### config.mk
export PLATFORM = sky130hd
export DESIGN_NAME = wdt_refresh_timeout
export DESIGN_NICKNAME = d
export VERILOG_FILES = /design/src/wdt_pkg.sv /design/src/wdt_refresh_timeout.sv /design/src/wdt_tick_div.sv
export VERILOG_INCLUDE_DIRS = /design/src
export SDC_FILE = /design/constraint.sdc
export NUM_CORES = 1
export LEC_CHECK = 0
export BUFFER_PORTS_ARGS = -buffer_cell sky130_fd_sc_hd__buf_2
export CORE_ASPECT_RATIO = 1.5
export CORE_MARGIN = 2
export CORE_UTILIZATION = 50
export DETAILED_ROUTE_END_ITERATION = 7
export MAX_ROUTING_LAYER = met4
export PLACE_DENSITY = 0.73
export SKIP_CTS_REPAIR_TIMING = 1
export SYNTH_ARGS = -nofsm -noshare
export SYNTH_HDL_FRONTEND = slang
export SYNTH_SLANG_ARGS = --single-unit
### constraint.sdc
create_clock -name mclk_i -period 3.5 [get_ports mclk_i]
set_input_delay 0.175 -clock mclk_i [delete_from_list [all_inputs] [get_ports mclk_i]]
set_output_delay 0.175 -clock mclk_i [all_outputs]
set_load 0.03 [all_outputs]
### src/wdt_map.svh
// Register offsets, field positions, reset values and timing counts of the watchdog
`ifndef WDT_MAP_SVH
`define WDT_MAP_SVH
`define WDT_CNT_W 24
`define WDT_CNT_MAX 24'hffffff
`define WDT_CNT_ZERO 24'h000000
`define WDT_CNT_ONE 24'h000001
`define WDT_ADDR_W 4
`define WDT_OFF_CTRL 4'h0
`define WDT_OFF_RELOAD 4'h1
`define WDT_OFF_COUNT 4'h2
`define WDT_OFF_STATUS 4'h3
`define WDT_BIT_EN 0
`define WDT_BIT_WDFLAG 0
`define WDT_BIT_STOPFLAG 1
`define WDT_RELOAD_RST 24'h00ffff
`define WDT_TICK_DIV 8'h09
`define WDT_DIV_W 8
`endif

### src/wdt_pkg.sv
// Types shared by the watchdog files
`default_nettype none
package wdt_pkg;
   typedef enum logic [1:0]
   {
      WDT_OFF = 2'b00,
      WDT_LOAD = 2'b01,
      WDT_RUN = 2'b11
   } wdt_state_t;
endpackage
`default_nettype wire

### src/wdt_refresh_timeout.sv
// Watchdog down-counter with refresh, debug hold-off and time-out response
//
// Chosen here: the register offsets and the address-and-strobe port.
`timescale 1ns/1ps
`default_nettype none
`include "wdt_map.svh"
// Notes on behaviour
// On first enable, load counter from reload register before counting.
// Counter decrements once per tick toward zero unless refreshed.
// Refresh instruction reloads counter from reload value; counting then resumes.
// During debug the watchdog is refreshed every cycle; no time-out.
// Time-out is declared when the counter reaches zero.
// Option bit picks system reset or interrupt as time-out response.
// Interrupt response pulses interrupt request and sets watchdog flag.
// After interrupt time-out counter wraps to all ones and keeps counting.
// No automatic reload after interrupt time-out; only refresh reloads.
// Reading the reset cause register clears the watchdog flag.
// Software reads the cause register before clearing the pending interrupt.
// Time-out in STOP with interrupt response starts recovery and interrupts.
// Time-out in STOP sets both watchdog and stop flags; here only with interrupt response, a reset-response time-out sets neither.
// Reset response gives one-cycle reset request and no interrupt.
module wdt_refresh_timeout
(
   // Clock and reset
   input wire logic mclk_i,
   input wire logic rstn_i,
   // Register port
   input wire logic [`WDT_ADDR_W-1:0] addr_i,
   input wire logic [31:0] wdata_i,
   input wire logic wr_i,
   input wire logic rd_i,
   output logic [31:0] rdata_o,
   // CPU and system status
   input wire logic refresh_i,
   input wire logic debug_i,
   input wire logic stop_mode_i,
   input wire logic timeout_response_select_i,
   // Events to neighbours
   output logic irq_o,
   output logic sys_reset_req_o,
   output logic stop_recover_o
);
   wdt_pkg::wdt_state_t state_r;
   logic [`WDT_CNT_W-1:0] cnt_r;
   logic [`WDT_CNT_W-1:0] reload_r;
   logic en_r;
   logic watchdog_timeout_flag_r;
   logic stop_flag_r;
   logic tick;
   logic timeout;
   logic refresh;
   logic cause_rd;
   logic ctrl_sel;
   logic reload_sel;
   logic count_sel;
   logic status_sel;
   logic ctrl_wr;
   logic reload_wr;
   logic running;
   logic count_tick;
   logic cnt_load;
   logic cnt_wrap;
   logic cnt_dec;
   logic resp_irq;
   logic resp_rst;
   logic resp_wake;
   logic flag_set;
   logic stop_set;
   logic [31:0] rd_word;

   wdt_tick_div u_div
   (
      .mclk_i(mclk_i),
      .rstn_i(rstn_i),
      .tick_o(tick)
   );

   // Debug acts as a refresh every cycle, so zero is never reached
   assign refresh = refresh_i | debug_i;
   // Counting happens only in the run state
   assign running = (state_r == wdt_pkg::WDT_RUN);
   // A refresh outranks the tick that meets it
   assign count_tick = running && tick && !refresh;
   // Zero is reached on the tick that finds count at one
   assign timeout = count_tick && (cnt_r == `WDT_CNT_ONE);

   // Register index decode, one select per register
   always_comb
   begin
      ctrl_sel = 1'b0;
      reload_sel = 1'b0;
      count_sel = 1'b0;
      status_sel = 1'b0;
      case (addr_i)
         `WDT_OFF_CTRL:
         begin
            ctrl_sel = 1'b1;
         end
         `WDT_OFF_RELOAD:
         begin
            reload_sel = 1'b1;
         end
         `WDT_OFF_COUNT:
         begin
            count_sel = 1'b1;
         end
         `WDT_OFF_STATUS:
         begin
            status_sel = 1'b1;
         end
         default:
         begin
            ctrl_sel = 1'b0;
         end
      endcase
   end

   // Unmapped writes match no select and are dropped
   assign ctrl_wr = wr_i && ctrl_sel;
   assign reload_wr = wr_i && reload_sel;
   // Reading the status word is what clears the cause flags
   assign cause_rd = rd_i && status_sel;

   // Software enable
   always_ff @(posedge mclk_i or negedge rstn_i)
   begin
      if (!rstn_i)
      begin
         en_r <= 1'b0;
      end
      else if (ctrl_wr)
      begin
         en_r <= wdata_i[`WDT_BIT_EN];
      end
   end

   // Reload value; a new value only counts from the next load or refresh
   always_ff @(posedge mclk_i or negedge rstn_i)
   begin
      if (!rstn_i)
      begin
         reload_r <= `WDT_RELOAD_RST;
      end
      else if (reload_wr)
      begin
         reload_r <= wdata_i[`WDT_CNT_W-1:0];
      end
   end

   // Enable sequencing; disabling and enabling again reloads
   always_ff @(posedge mclk_i or negedge rstn_i)
   begin
      if (!rstn_i)
      begin
         state_r <= wdt_pkg::WDT_OFF;
      end
      else
      begin
         case (state_r)
            wdt_pkg::WDT_OFF:
            begin
               if (en_r)
               begin
                  state_r <= wdt_pkg::WDT_LOAD;
               end
            end
            wdt_pkg::WDT_LOAD:
            begin
               state_r <= wdt_pkg::WDT_RUN;
            end
            wdt_pkg::WDT_RUN:
            begin
               if (!en_r)
               begin
                  state_r <= wdt_pkg::WDT_OFF;
               end
            end
            default:
            begin
               state_r <= wdt_pkg::WDT_OFF;
            end
         endcase
      end
   end

   // Counter actions, one at most per cycle
   // A zero reload wraps on its first tick rather than timing out
   always_comb
   begin
      cnt_load = 1'b0;
      cnt_wrap = 1'b0;
      cnt_dec = 1'b0;
      if (state_r == wdt_pkg::WDT_LOAD)
      begin
         cnt_load = 1'b1;
      end
      else if (running && refresh)
      begin
         cnt_load = 1'b1;
      end
      else if (count_tick && (cnt_r == `WDT_CNT_ZERO))
      begin
         cnt_wrap = 1'b1;
      end
      else if (count_tick)
      begin
         cnt_dec = 1'b1;
      end
   end

   // Down-counter; the wrap holds for both responses, no reload from hardware
   always_ff @(posedge mclk_i or negedge rstn_i)
   begin
      if (!rstn_i)
      begin
         cnt_r <= `WDT_CNT_MAX;
      end
      else if (cnt_load)
      begin
         cnt_r <= reload_r;
      end
      else if (cnt_wrap)
      begin
         cnt_r <= `WDT_CNT_MAX;
      end
      else if (cnt_dec)
      begin
         cnt_r <= cnt_r - `WDT_CNT_ONE;
      end
   end

   // Response selection; the option bit is read live at each time-out, not latched
   always_comb
   begin
      resp_irq = 1'b0;
      resp_rst = 1'b0;
      resp_wake = 1'b0;
      if (timeout && timeout_response_select_i)
      begin
         resp_irq = 1'b1;
         resp_wake = stop_mode_i;
      end
      else if (timeout)
      begin
         resp_rst = 1'b1;
      end
   end

   // Flags record interrupt-mode time-outs only
   assign flag_set = resp_irq;
   assign stop_set = resp_wake;

   // Time-out responses, one-cycle pulses
   always_ff @(posedge mclk_i or negedge rstn_i)
   begin
      if (!rstn_i)
      begin
         irq_o <= 1'b0;
         sys_reset_req_o <= 1'b0;
         stop_recover_o <= 1'b0;
      end
      else
      begin
         irq_o <= resp_irq;
         sys_reset_req_o <= resp_rst;
         stop_recover_o <= resp_wake;
      end
   end

   // Watchdog flag; a new time-out wins over the clearing read
   always_ff @(posedge mclk_i or negedge rstn_i)
   begin
      if (!rstn_i)
      begin
         watchdog_timeout_flag_r <= 1'b0;
      end
      else if (flag_set)
      begin
         watchdog_timeout_flag_r <= 1'b1;
      end
      else if (cause_rd)
      begin
         watchdog_timeout_flag_r <= 1'b0;
      end
   end

   // Stop flag, set only by a time-out taken in STOP
   always_ff @(posedge mclk_i or negedge rstn_i)
   begin
      if (!rstn_i)
      begin
         stop_flag_r <= 1'b0;
      end
      else if (stop_set)
      begin
         stop_flag_r <= 1'b1;
      end
      else if (cause_rd)
      begin
         stop_flag_r <= 1'b0;
      end
   end

   // Read word assembly; unmapped indices read as zero
   always_comb
   begin
      rd_word = '0;
      if (ctrl_sel)
      begin
         rd_word[`WDT_BIT_EN] = en_r;
      end
      else if (reload_sel)
      begin
         rd_word[`WDT_CNT_W-1:0] = reload_r;
      end
      else if (count_sel)
      begin
         rd_word[`WDT_CNT_W-1:0] = cnt_r;
      end
      else if (status_sel)
      begin
         rd_word[`WDT_BIT_WDFLAG] = watchdog_timeout_flag_r;
         rd_word[`WDT_BIT_STOPFLAG] = stop_flag_r;
      end
   end

   // Read data stand one cycle after the strobe, zero otherwise
   always_ff @(posedge mclk_i or negedge rstn_i)
   begin
      if (!rstn_i)
      begin
         rdata_o <= '0;
      end
      else if (rd_i)
      begin
         rdata_o <= rd_word;
      end
      else
      begin
         rdata_o <= '0;
      end
   end
endmodule
`default_nettype wire

### src/wdt_tick_div.sv
// Divider making the one-cycle count tick enable
`timescale 1ns/1ps
`default_nettype none
`include "wdt_map.svh"
module wdt_tick_div
(
   // Clock and reset
   input wire logic mclk_i,
   input wire logic rstn_i,
   // Tick
   output logic tick_o
);
   logic [`WDT_DIV_W-1:0] div_r;

   always_ff @(posedge mclk_i or negedge rstn_i)
   begin
      if (!rstn_i)
      begin
         div_r <= '0;
         tick_o <= 1'b0;
      end
      else if (div_r == `WDT_TICK_DIV)
      begin
         div_r <= '0;
         tick_o <= 1'b1;
      end
      else
      begin
         div_r <= div_r + 8'h01;
         tick_o <= 1'b0;
      end
   end
endmodule
`default_nettype wire

==> results of run 1 <==
==> cells in the final DEF, fill, tap and decap left out, types with 10 or more instances in the layout <==
| cell type | instances |
|---|---|
| buf_2 | 61 |
| nor2_1 | 55 |
| dfrtp_1 | 49 |
| dfstp_2 | 40 |
| mux2_2 | 24 |
| a22oi_1 | 23 |
| nand2_1 | 19 |
| nor4_1 | 14 |
| o21ai_0 | 14 |
| inv_1 | 12 |
| nand3_1 | 11 |
| a31oi_1 | 10 |
==> report_power, final <==
group	internal, W	switching, W
sequential	0.00139	0.000313
combinational	0.000439	0.000591
clock	0.000631	0.000414
==> registers in the layout, summed over array words and instances (netlist names) <==
signal	cells
u_div.tick_o	1
reload_r	24
rdata_o	24
watchdog_timeout_flag_r	1
en_r	1
stop_recover_o	1
state_r	2
cnt_r	24
irq_o	1
u_div.div_r	8
sys_reset_req_o	1
stop_flag_r	1
==> metal layers <==
metal / GRT usage (%) / vias up
li1: - / 1601
met1: 28.5 / 1728
met2: 40.8 / 106
met3: 5.21 / 27
met4: 8.08 / 0
met5: - / -
==> Yosys cell counts, types with 4 or more instances <==
cell type and count:
nor4_1 14, inv_1 12, dfrtp_1 49, mux2_2 24, a31oi_1 10, nor2_1 55
o31a_1 6, nor3_1 9, a311oi_1 5, nand4_1 4, a22oi_1 23, buf_4 8
dfstp_2 40, nand2_1 19, clkbuf_1 13, o21ai_0 15, xnor2_1 5, a21oi_1 9
o2bb2ai_1 4, ha_1 5, o22ai_1 9, nand3_1 11
==> metrics by stage <==
stage / area [um2] / hold WS (ns) / power [W] / util (%)
3_5_place_dp: 4710 / 0.350 / 0.00272 / 56.3
2_1_floorplan: 4320 / -0.121 / 0.00238 / -
3_3_place_gp: 4710 / 0.341 / 0.00268 / 56.3
4_1_cts: 5030 / -0.0206 / 0.00379 / 60.2
6_report: 5030 / -0.00218 / 0.00377 / 60.2
5_1_grt: 5030 / 0.00751 / 0.00399 / 60.2
==> logic make-up (layout without fill, tap and decap cells) <==
group / count (synthesis) / in the layout / share of synthesized area, %
muxes: 24 / 24 / 6.29
buffers and inverters: 36 / 98 / 4.02
xor gates and xnor gates: 7 / 7 / 1.43
other: 1 / 8 / 0.0873
and+or+nand+nor: 141 / 141 / 17.8
AOI/OAI and AO/OA: 98 / 98 / 15.9
adders and majority gates: 5 / 5 / 1.46
DFF: 89 / 89 / 53.0
==> final timing paths <==
path | to | cells past startpoint
worst max-delay path | cnt_r[5]$_DFFE_PN1P_ | 6
worst min-delay path | sys_reset_req_o$_DFF_PN0_ | 2
worst max register to register | cnt_r[5]$_DFFE_PN1P_ | 6
worst min register to register | state_r[1]$_DFFE_PN0P_ | 1
max in group asynchronous | rdata_o[12]$_DFF_PN0_ | 1
min in group asynchronous | reload_r[20]$_DFFE_PN0P_ | 1
==> cell type report <==
| type | count | area [um2] | share of cell area, % |
|---|---|---|---|
| repair buffers | 70 | 373 | 7.41 |
| flip-flops and latches | 89 | 2280 | 45.2 |
| clock inverters | 7 | 101 | 2.01 |
| inverters | 12 | 45.0 | 0.895 |
| well taps | 107 | 134 | 2.66 |
| clock buffers | 9 | 225 | 4.47 |
| multi-input cells | 283 | 1880 | 37.3 |
==> summary.txt, run 1 <==
GP Congestion: 0.925
Pre-Repair DR Iteration Count: 5
GRT overflow: 0
max layer used: met4
nets: 514
Root Driver: clkbuf_16
FP Rows: 41
register bit count reported by yosys: 89
Total GRT Usage: 24.2%
Initial Util: 51.4%
final worst slack: 0.944 ns
Synth area leader: dfrtp_1
Post-Synthesis Cells: 401
# IOs: 79
Critical Path Start: cnt_r[0]$_DFFE_PN1P_
PD cells: 750 nW/um2
final WL: 10.2 mm
WHS: -0.00218 ns
Crit path buffers/inverters: 1
Peak supply drop: 0.000416 V
Skew-Pair Late Insertion Delay: 0.34 ns
async set-reset flop share out of synthesis: 100%
RSZ-0062 raised after global routing: false
Setup TNS Final: 0 ns
min-delay worst type: input pin to flip-flop
Worst-Margin Slew: 1.23 ns
static leakage: 2.20 nW
Finished Layout Cells: 577
failing checks: hold timing
wire length per cell: 17.7 um
# diodes: 0
CP max-delay cell: nor4_4
core footprint: 8360 um2
placed cells: 561
final period demand of the worst path: 2.56 ns
Pins Over Slew Limit: 0
critical path required time: 3.75 ns
Syn. warnings: 0
initial antenna violation count: 0
layout cells sized above 1: 36.0%
Post-synth EDFFs: 0
final period utilization: 73.0%
met1 WL: 4.05 mm
Max Cap Viol: 0
Syn Area/Cell: 10.7 um2
CTS Buffer Depth: 2
CP max FO: 14
RR Startpoint: cnt_r[0]$_DFFE_PN1P_
via count: 3462
Final ANT Viol Nets: 0
Vias/cell: 6.00
vias in the first global route: 3502
Sink Count: 89
startpoint types: flip-flop
DRC viols: 0
H-tree levels: 3
CP Capture Type: flip-flop
fmax: 391 MHz
flop2flop setup slack: 0.94 ns
worst slack, placed: 0.976 ns
slowest stage delay, CP: 0.67 ns
Die Ht: 118 um
cell-by-cell trace of the critical path: inv_1 > ha_1 > or4b_2 > nor4_4 > a2111oi_0 > a311oi_1
clk slew on worst S/H paths: 0.07 ns
cell area after synthesis: 4300 um2
Final setup viols: 0
HP Start: timeout_response_select_i
largest cells by area after synthesis: dfrtp_1 (29%), dfstp_2 (24%), mux2_2 (6.3%), nor2_1 (4.8%), a22oi_1 (4.0%)
Port Buffers: 62
met3 routed WL: 462 um
Synth cell types: 58
Final Hold Viols: 1
P&R area growth vs syn: 17.2%
share of the yosys chip area belonging to registers: 53.0%
outcome: complete, but fails checks
first-pass GRT wire length: 17.3 mm
largest net degree at the start of global routing: 90
TritonCTS clock tree: yes
CP Class: flip-flop to flip-flop
die area: 9360 um2
Yosys top cell area share: 28.5%
DR iter-0 viols: 299
Top delay family on crit path: simple AND/OR/NAND/NOR gates
Routed met2 length: 5.47 mm
critical path arrival: 2.80 ns
die width: 79.7 um
Top FF cell, synth: dfrtp_1
fillers: 718
HPWL after DPL: 7.07 mm
Max-slew headroom: 17.7%
Max Clock Skew: 0.00665 ns
CTS Buf Count: 9
No activity file was read; power rests on OpenSTA's default activity.
==> inputs of run 2 (changes only) <==
PLACE_DENSITY = 0.76   (was 0.73)
clock period = 2.28 ns   (was 3.5 ns; I/O delays follow)
==> run 2 against run 1 <==
Effect of this change: the flow now finishes without violations; count of clock-buffer cells in the layout up 5; clock skew down 0.0013 ns; sequential power up 53%; sequential cell count unchanged; cell count up 4.2%; critical endpoint is now cnt_r[10]$_DFFE_PN1P_; power up 52%; core utilization up 1.8 points; die area unchanged; via count up 1.4%; clock power up 30%; combinational power up 71%; critical path depth up 1.
==> summary.txt, run 2 (synthesis results as in run 1) <==
vias in the first global route: 3660
initial antenna violation count: 0
Max Cap Viol: 0
static leakage: 2.30 nW
Max-slew headroom: 47.2%
Sink Count: 89
outcome: completed
critical path arrival: 2.43 ns
GRT overflow: 0
Psw: 0.00200 W
fmax: 458 MHz
min-delay worst type: input pin to flip-flop
CP Class: flip-flop to flip-flop
DR iter-0 viols: 228
top flop regs: cnt_r: 24 flops, rdata_o: 24 flops, reload_r: 24 flops
DRC viols: 0
layout cells sized above 1: 38.3%
Root Driver: clkbuf_16
GP Congestion: 0.982
wire length per cell: 17.5 um
via count: 3512
Final Hold Viols: 0
critical path required time: 2.53 ns
Initial Util: 51.4%
CP max-delay cell: or4b_2
# IOs: 79
Setup TNS Final: 0 ns
final period demand of the worst path: 2.18 ns
CTS Buf Count: 9
layer with the highest usage: met2
most common cell after layout, fill and taps aside: buf_2
met2 Usage GRT: 40.9%
power share of the clock group: 24.0%
Int Pwr: 0.00373 W
Total GRT Usage: 24.9%
Final ANT Viol Nets: 0
core footprint: 8360 um2
PD cells: 1100 nW/um2
startpoint types: flip-flop
die width: 79.7 um
Peak supply drop: 0.000563 V
Final setup viols: 0
Die Ht: 118 um
die area: 9360 um2
P&R area growth vs syn: 20.8%
TritonCTS clock tree: yes
sw frac: 35.0%
first-pass GRT wire length: 17.6 mm
GRT met1 Usage: 29.9%
FP Rows: 41
final period utilization: 95.7%
slowest stage delay, CP: 0.63 ns
Worst-Margin Slew: 0.792 ns
Vias/cell: 5.84
most frequent cells in the layout: buf_2 (61), nor2_1 (54), dfrtp_1 (49), dfstp_2 (40), buf_4 (29)
Skew-Pair Late Insertion Delay: 0.34 ns
RSZ-0062 raised after global routing: false
CTS Buffer Depth: 2
Pins Over Slew Limit: 0
final WL: 10.5 mm
grt met3 use: 3.83%
# diodes: 0
fillers: 713
Port Buffers: 62
largest net degree at the start of global routing: 47
Pre-Repair DR Iteration Count: 4
Max Clock Skew: 0.00533 ns
combinational fraction of design power: 30.7%
Flop pwr share: 45.3%
CP Capture Type: flip-flop
WHS: 0.00444 ns
HPWL after DPL: 7.55 mm
CP max FO: 11
clk slew on worst S/H paths: 0.06 ns
H-tree levels: 3
nets: 538
cell-by-cell trace of the critical path: inv_1 > ha_1 > or4b_2 > nor4_4 > buf_6 > nor4_1 > a311oi_1
==> run 2: cell count changes in the layout (fill, tap and decap cells not counted), moves of 2 or more <==
| cell | previous run | this run |
|---|---|---|
| inv_6 | 2 | 0 |
| clkbuf_1 | 0 | 3 |
| bufinv_16 | 2 | 0 |
| buf_4 | 9 | 29 |
| clkbuf_8 | 0 | 2 |
| dlygate4sd3_1 | 0 | 2 |
==> run 2: through the flow <==
step | instances | utilization (%) | setup WS, ns | instance area [um2] | total power (W)
after floorplan | 408 | - | 0.231 | 4320 | 0.00365
after global placement | 583 | 58.4 | 0.118 | 4880 | 0.00428
after detailed placement | 583 | 58.4 | 0.0507 | 4880 | 0.00435
after CTS | 599 | 61.7 | 0.0309 | 5160 | 0.00574
after global routing | 601 | 62.0 | 0.00177 | 5190 | 0.00607
final | 601 | 62.0 | 0.0984 | 5190 | 0.00573
==> run 2: per-layer routing <==
| metal | routed length (um) | share of wire [%] | vias to the layer above |
|---|---|---|---|
| met1 | 4320 | 41 | 1750 |
| met2 | 5550 | 53 | 96 |
| met3 | 383 | 3.6 | 16 |
| li1 | - | - | 1650 |
| met5 | 0 | 0 | - |
| met4 | 261 | 2.5 | 0 |
==> run 2: path summary, 6_finish.rpt <==
check                      slack [ns]                      from                        to  cells past startpoint
min in group asynchronous        0.20                    rstn_i  reload_r[21]$_DFFE_PN0P_                      2
hold reg to reg                  0.48  u_div.div_r[7]$_DFF_PN0_  u_div.div_r[7]$_DFF_PN0_                      1
max in group asynchronous        1.43                    rstn_i     cnt_r[10]$_DFFE_PN1P_                      3
setup / recovery                  0.1      cnt_r[0]$_DFFE_PN1P_     cnt_r[10]$_DFFE_PN1P_                      7
hold / removal                  0.004               wdata_i[12]  reload_r[12]$_DFFE_PN1P_                      2
setup reg to reg                  0.1      cnt_r[0]$_DFFE_PN1P_     cnt_r[10]$_DFFE_PN1P_                      7
==> run 2: layout make-up <==
class                      instances  area [um2]  area share [%]
sequential                        89        2280            43.9
multi-input combinational        283        1880            36.3
timing repair buffer              94         574            11.1
clock buffer                      14         264            5.09
tap                              107         134            2.58
inverter                          12        45.0           0.868
clock inverter                     2        12.5           0.241
==> run 2: critical path: cells and delay by family, from the launching register on <==
kind | cells | cell delay (ns)
flops | 1 | 0.40
compound gates | 1 | 0.28
fa+ha+maj | 1 | 0.21
simple gates | 3 | 0.89
buf+inv | 2 | 0.30
==> run 2: power by group through the flow <==
stage                     clock [W]  combinational, W  sequential, W
after floorplan                   0           0.00117        0.00249
after global placement            0           0.00169        0.00259
after detailed placement          0           0.00174        0.00261
after CTS                   0.00140           0.00175        0.00259
after global routing        0.00146           0.00194        0.00266
final                       0.00137           0.00176        0.00260
==> inputs of run 3 (changes only) <==
CORE_ASPECT_RATIO = 2   (was 1.5)
==> run 3 against run 2 <==
Effect of this change: sequential cell count unchanged; worst setup slack worse by 0.0021 ns; core utilization grew 0.49 points; die area increased by 0.33%; cell count down 1.3%; design area is essentially flat; power up 0.72%; critical path depth is the same.
==> summary.txt, run 3 (synthesis results as in run 1) <==
final WL: 11.1 mm
slowest stage delay, CP: 0.63 ns
CTS Buffer Depth: 2
Sink Count: 89
Total GRT Usage: 25.4%
worst hold endpoint: reload_r[14]$_DFFE_PN1P_
HP Start: wdata_i[14]
nets: 539
wire length per cell: 18.8 um
TritonCTS clock tree: yes
reg-to-reg endpoint: cnt_r[5]$_DFFE_PN1P_
CP Capture Type: flip-flop
CP max FO: 8
most common cell after layout, fill and taps aside: buf_2
RSZ-0062 raised after global routing: false
min-delay worst type: input pin to flip-flop
Top delay family on crit path: simple AND/OR/NAND/NOR gates
fmax: 458 MHz
core footprint: 8290 um2
largest net degree at the start of global routing: 36
P&R area growth vs syn: 20.7%
CP max-delay cell: or4b_2
R2R depth: 7
Final Hold Viols: 0
first-pass GRT wire length: 18.1 mm
Peak supply drop: 0.000598 V
CP Class: flip-flop to flip-flop
Initial Util: 51.8%
Setup TNS Final: 0 ns
Final setup viols: 0
Die Ht: 135 um
# IOs: 79
DR iter-0 viols: 307
Pins Over Slew Limit: 0
Max Clock Skew: 0.00613 ns
outcome: completed
critical path required time: 2.52 ns
top flop regs: cnt_r: 24 flops, rdata_o: 24 flops, reload_r: 24 flops
cell-by-cell trace of the critical path: inv_1 > ha_4 > or4b_2 > nor4_4 > buf_4 > a2111oi_0 > a311oi_1
Placed Area: 4880 um2
die area: 9390 um2
Crit path buffers/inverters: 2
fillers: 712
Worst-Margin Slew: 0.761 ns
Worst Hold Depth: 2
Root Driver: clkbuf_16
Final ANT Viol Nets: 0
Max-slew headroom: 48.8%
GRT overflow: 0
Max Cap Viol: 0
PD cells: 1110 nW/um2
flop2flop setup slack: 0.1 ns
Skew-Pair Late Insertion Delay: 0.34 ns
startpoint types: flip-flop
via count: 3603
CTS Buf Count: 9
Vias/cell: 6.08
Pre-Repair DR Iteration Count: 5
die width: 69.5 um
critical path arrival: 2.43 ns
H-tree levels: 3
final period utilization: 95.8%
HPWL after DPL: 8.19 mm
RR Startpoint: cnt_r[1]$_DFFE_PN1P_
DRC viols: 0
Port Buffers: 62
vias in the first global route: 3714
GP Congestion: 0.906
# diodes: 0
initial antenna violation count: 0
clk slew on worst S/H paths: 0.06 ns
Final Cell Area: 5180 um2
most frequent cells in the layout: buf_2 (61), nor2_1 (54), dfrtp_1 (49), dfstp_2 (40), buf_4 (31)
FP Rows: 47
static leakage: 2.29 nW
final period demand of the worst path: 2.18 ns
layout cells sized above 1: 38.6%
-- run 3: cell types whose count changed in the layout (fill, tap and decap cells not counted) --
cell        delta
buf_4          +2
buf_6          -1
clkbuf_1       +1
clkbuf_8       -1
clkinv_2       -1
clkinvlp_4     +1
ha_1           -1
ha_4           +1
inv_1          -1
inv_2          +1
-- run 3: routing by layer --
| metal | wire length (um) | GRT usage (%) | vias to the layer above |
|---|---|---|---|
| met4 | 350 | 11.3 | 0 |
| met5 | 0 | - | - |
| met2 | 6360 | 46.2 | 120 |
| li1 | - | - | 1652 |
| met3 | 423 | 3.96 | 32 |
| met1 | 3990 | 26.8 | 1799 |
-- run 3: final cells by class --
class | instances | area [um2] | area share, %
clock buffers | 14 | 254 | 4.90
clock inverters | 2 | 15.0 | 0.290
well taps | 98 | 123 | 2.36
flip-flops and latches | 89 | 2280 | 43.9
inverters | 12 | 45.0 | 0.869
repair buffers | 95 | 578 | 11.1
multi-input cells | 283 | 1890 | 36.5
-- run 3: per-stage QoR --
stage          total power (W)  hold slack [ns]  setup slack [ns]  std cells  utilization, %
2_1_floorplan          0.00365           -0.182             0.231        408               -
3_3_place_gp           0.00429           0.0776             0.152        575            58.9
3_5_place_dp           0.00437           0.0880            0.0540        575            58.9
4_1_cts                0.00574           -0.277            0.0282        591            62.1
5_1_grt                0.00610          0.00373           0.00832        593            62.5
6_report               0.00577          0.00593            0.0963        593            62.5
-- run 3: worst max path at each step --
stage,from,depth (start not counted),end,slack (ns)
2_1_floorplan,cnt_r[0]$_DFFE_PN1P_,7,cnt_r[17]$_DFFE_PN1P_,0.23
3_3_place_gp,cnt_r[0]$_DFFE_PN1P_,7,cnt_r[18]$_DFFE_PN1P_,0.15
3_5_place_dp,cnt_r[0]$_DFFE_PN1P_,7,cnt_r[5]$_DFFE_PN1P_,0.05
4_1_cts,cnt_r[0]$_DFFE_PN1P_,7,cnt_r[17]$_DFFE_PN1P_,0.03
5_1_grt,cnt_r[1]$_DFFE_PN1P_,7,cnt_r[10]$_DFFE_PN1P_,0.008
6_report,cnt_r[1]$_DFFE_PN1P_,7,cnt_r[5]$_DFFE_PN1P_,0.1
-- run 3: report_power, final --
group          leakage, nW  switching (W)  internal (W)
registers             1.07       0.000477       0.00213
clock network        0.123       0.000577      0.000770
logic                 1.10        0.00100      0.000815
total                 2.29        0.00206       0.00371
-- run 3: worst register-to-register path: cells and delay by family, from the launching register on --
kind                     cells  cell delay, ns
AO/OA/AOI/OAI                2            0.38
AND/OR/NAND/NOR              2            0.81
adder cells (fa/ha/maj)      1            0.17
flip-flops                   1            0.39
buffers and inverters        2            0.35
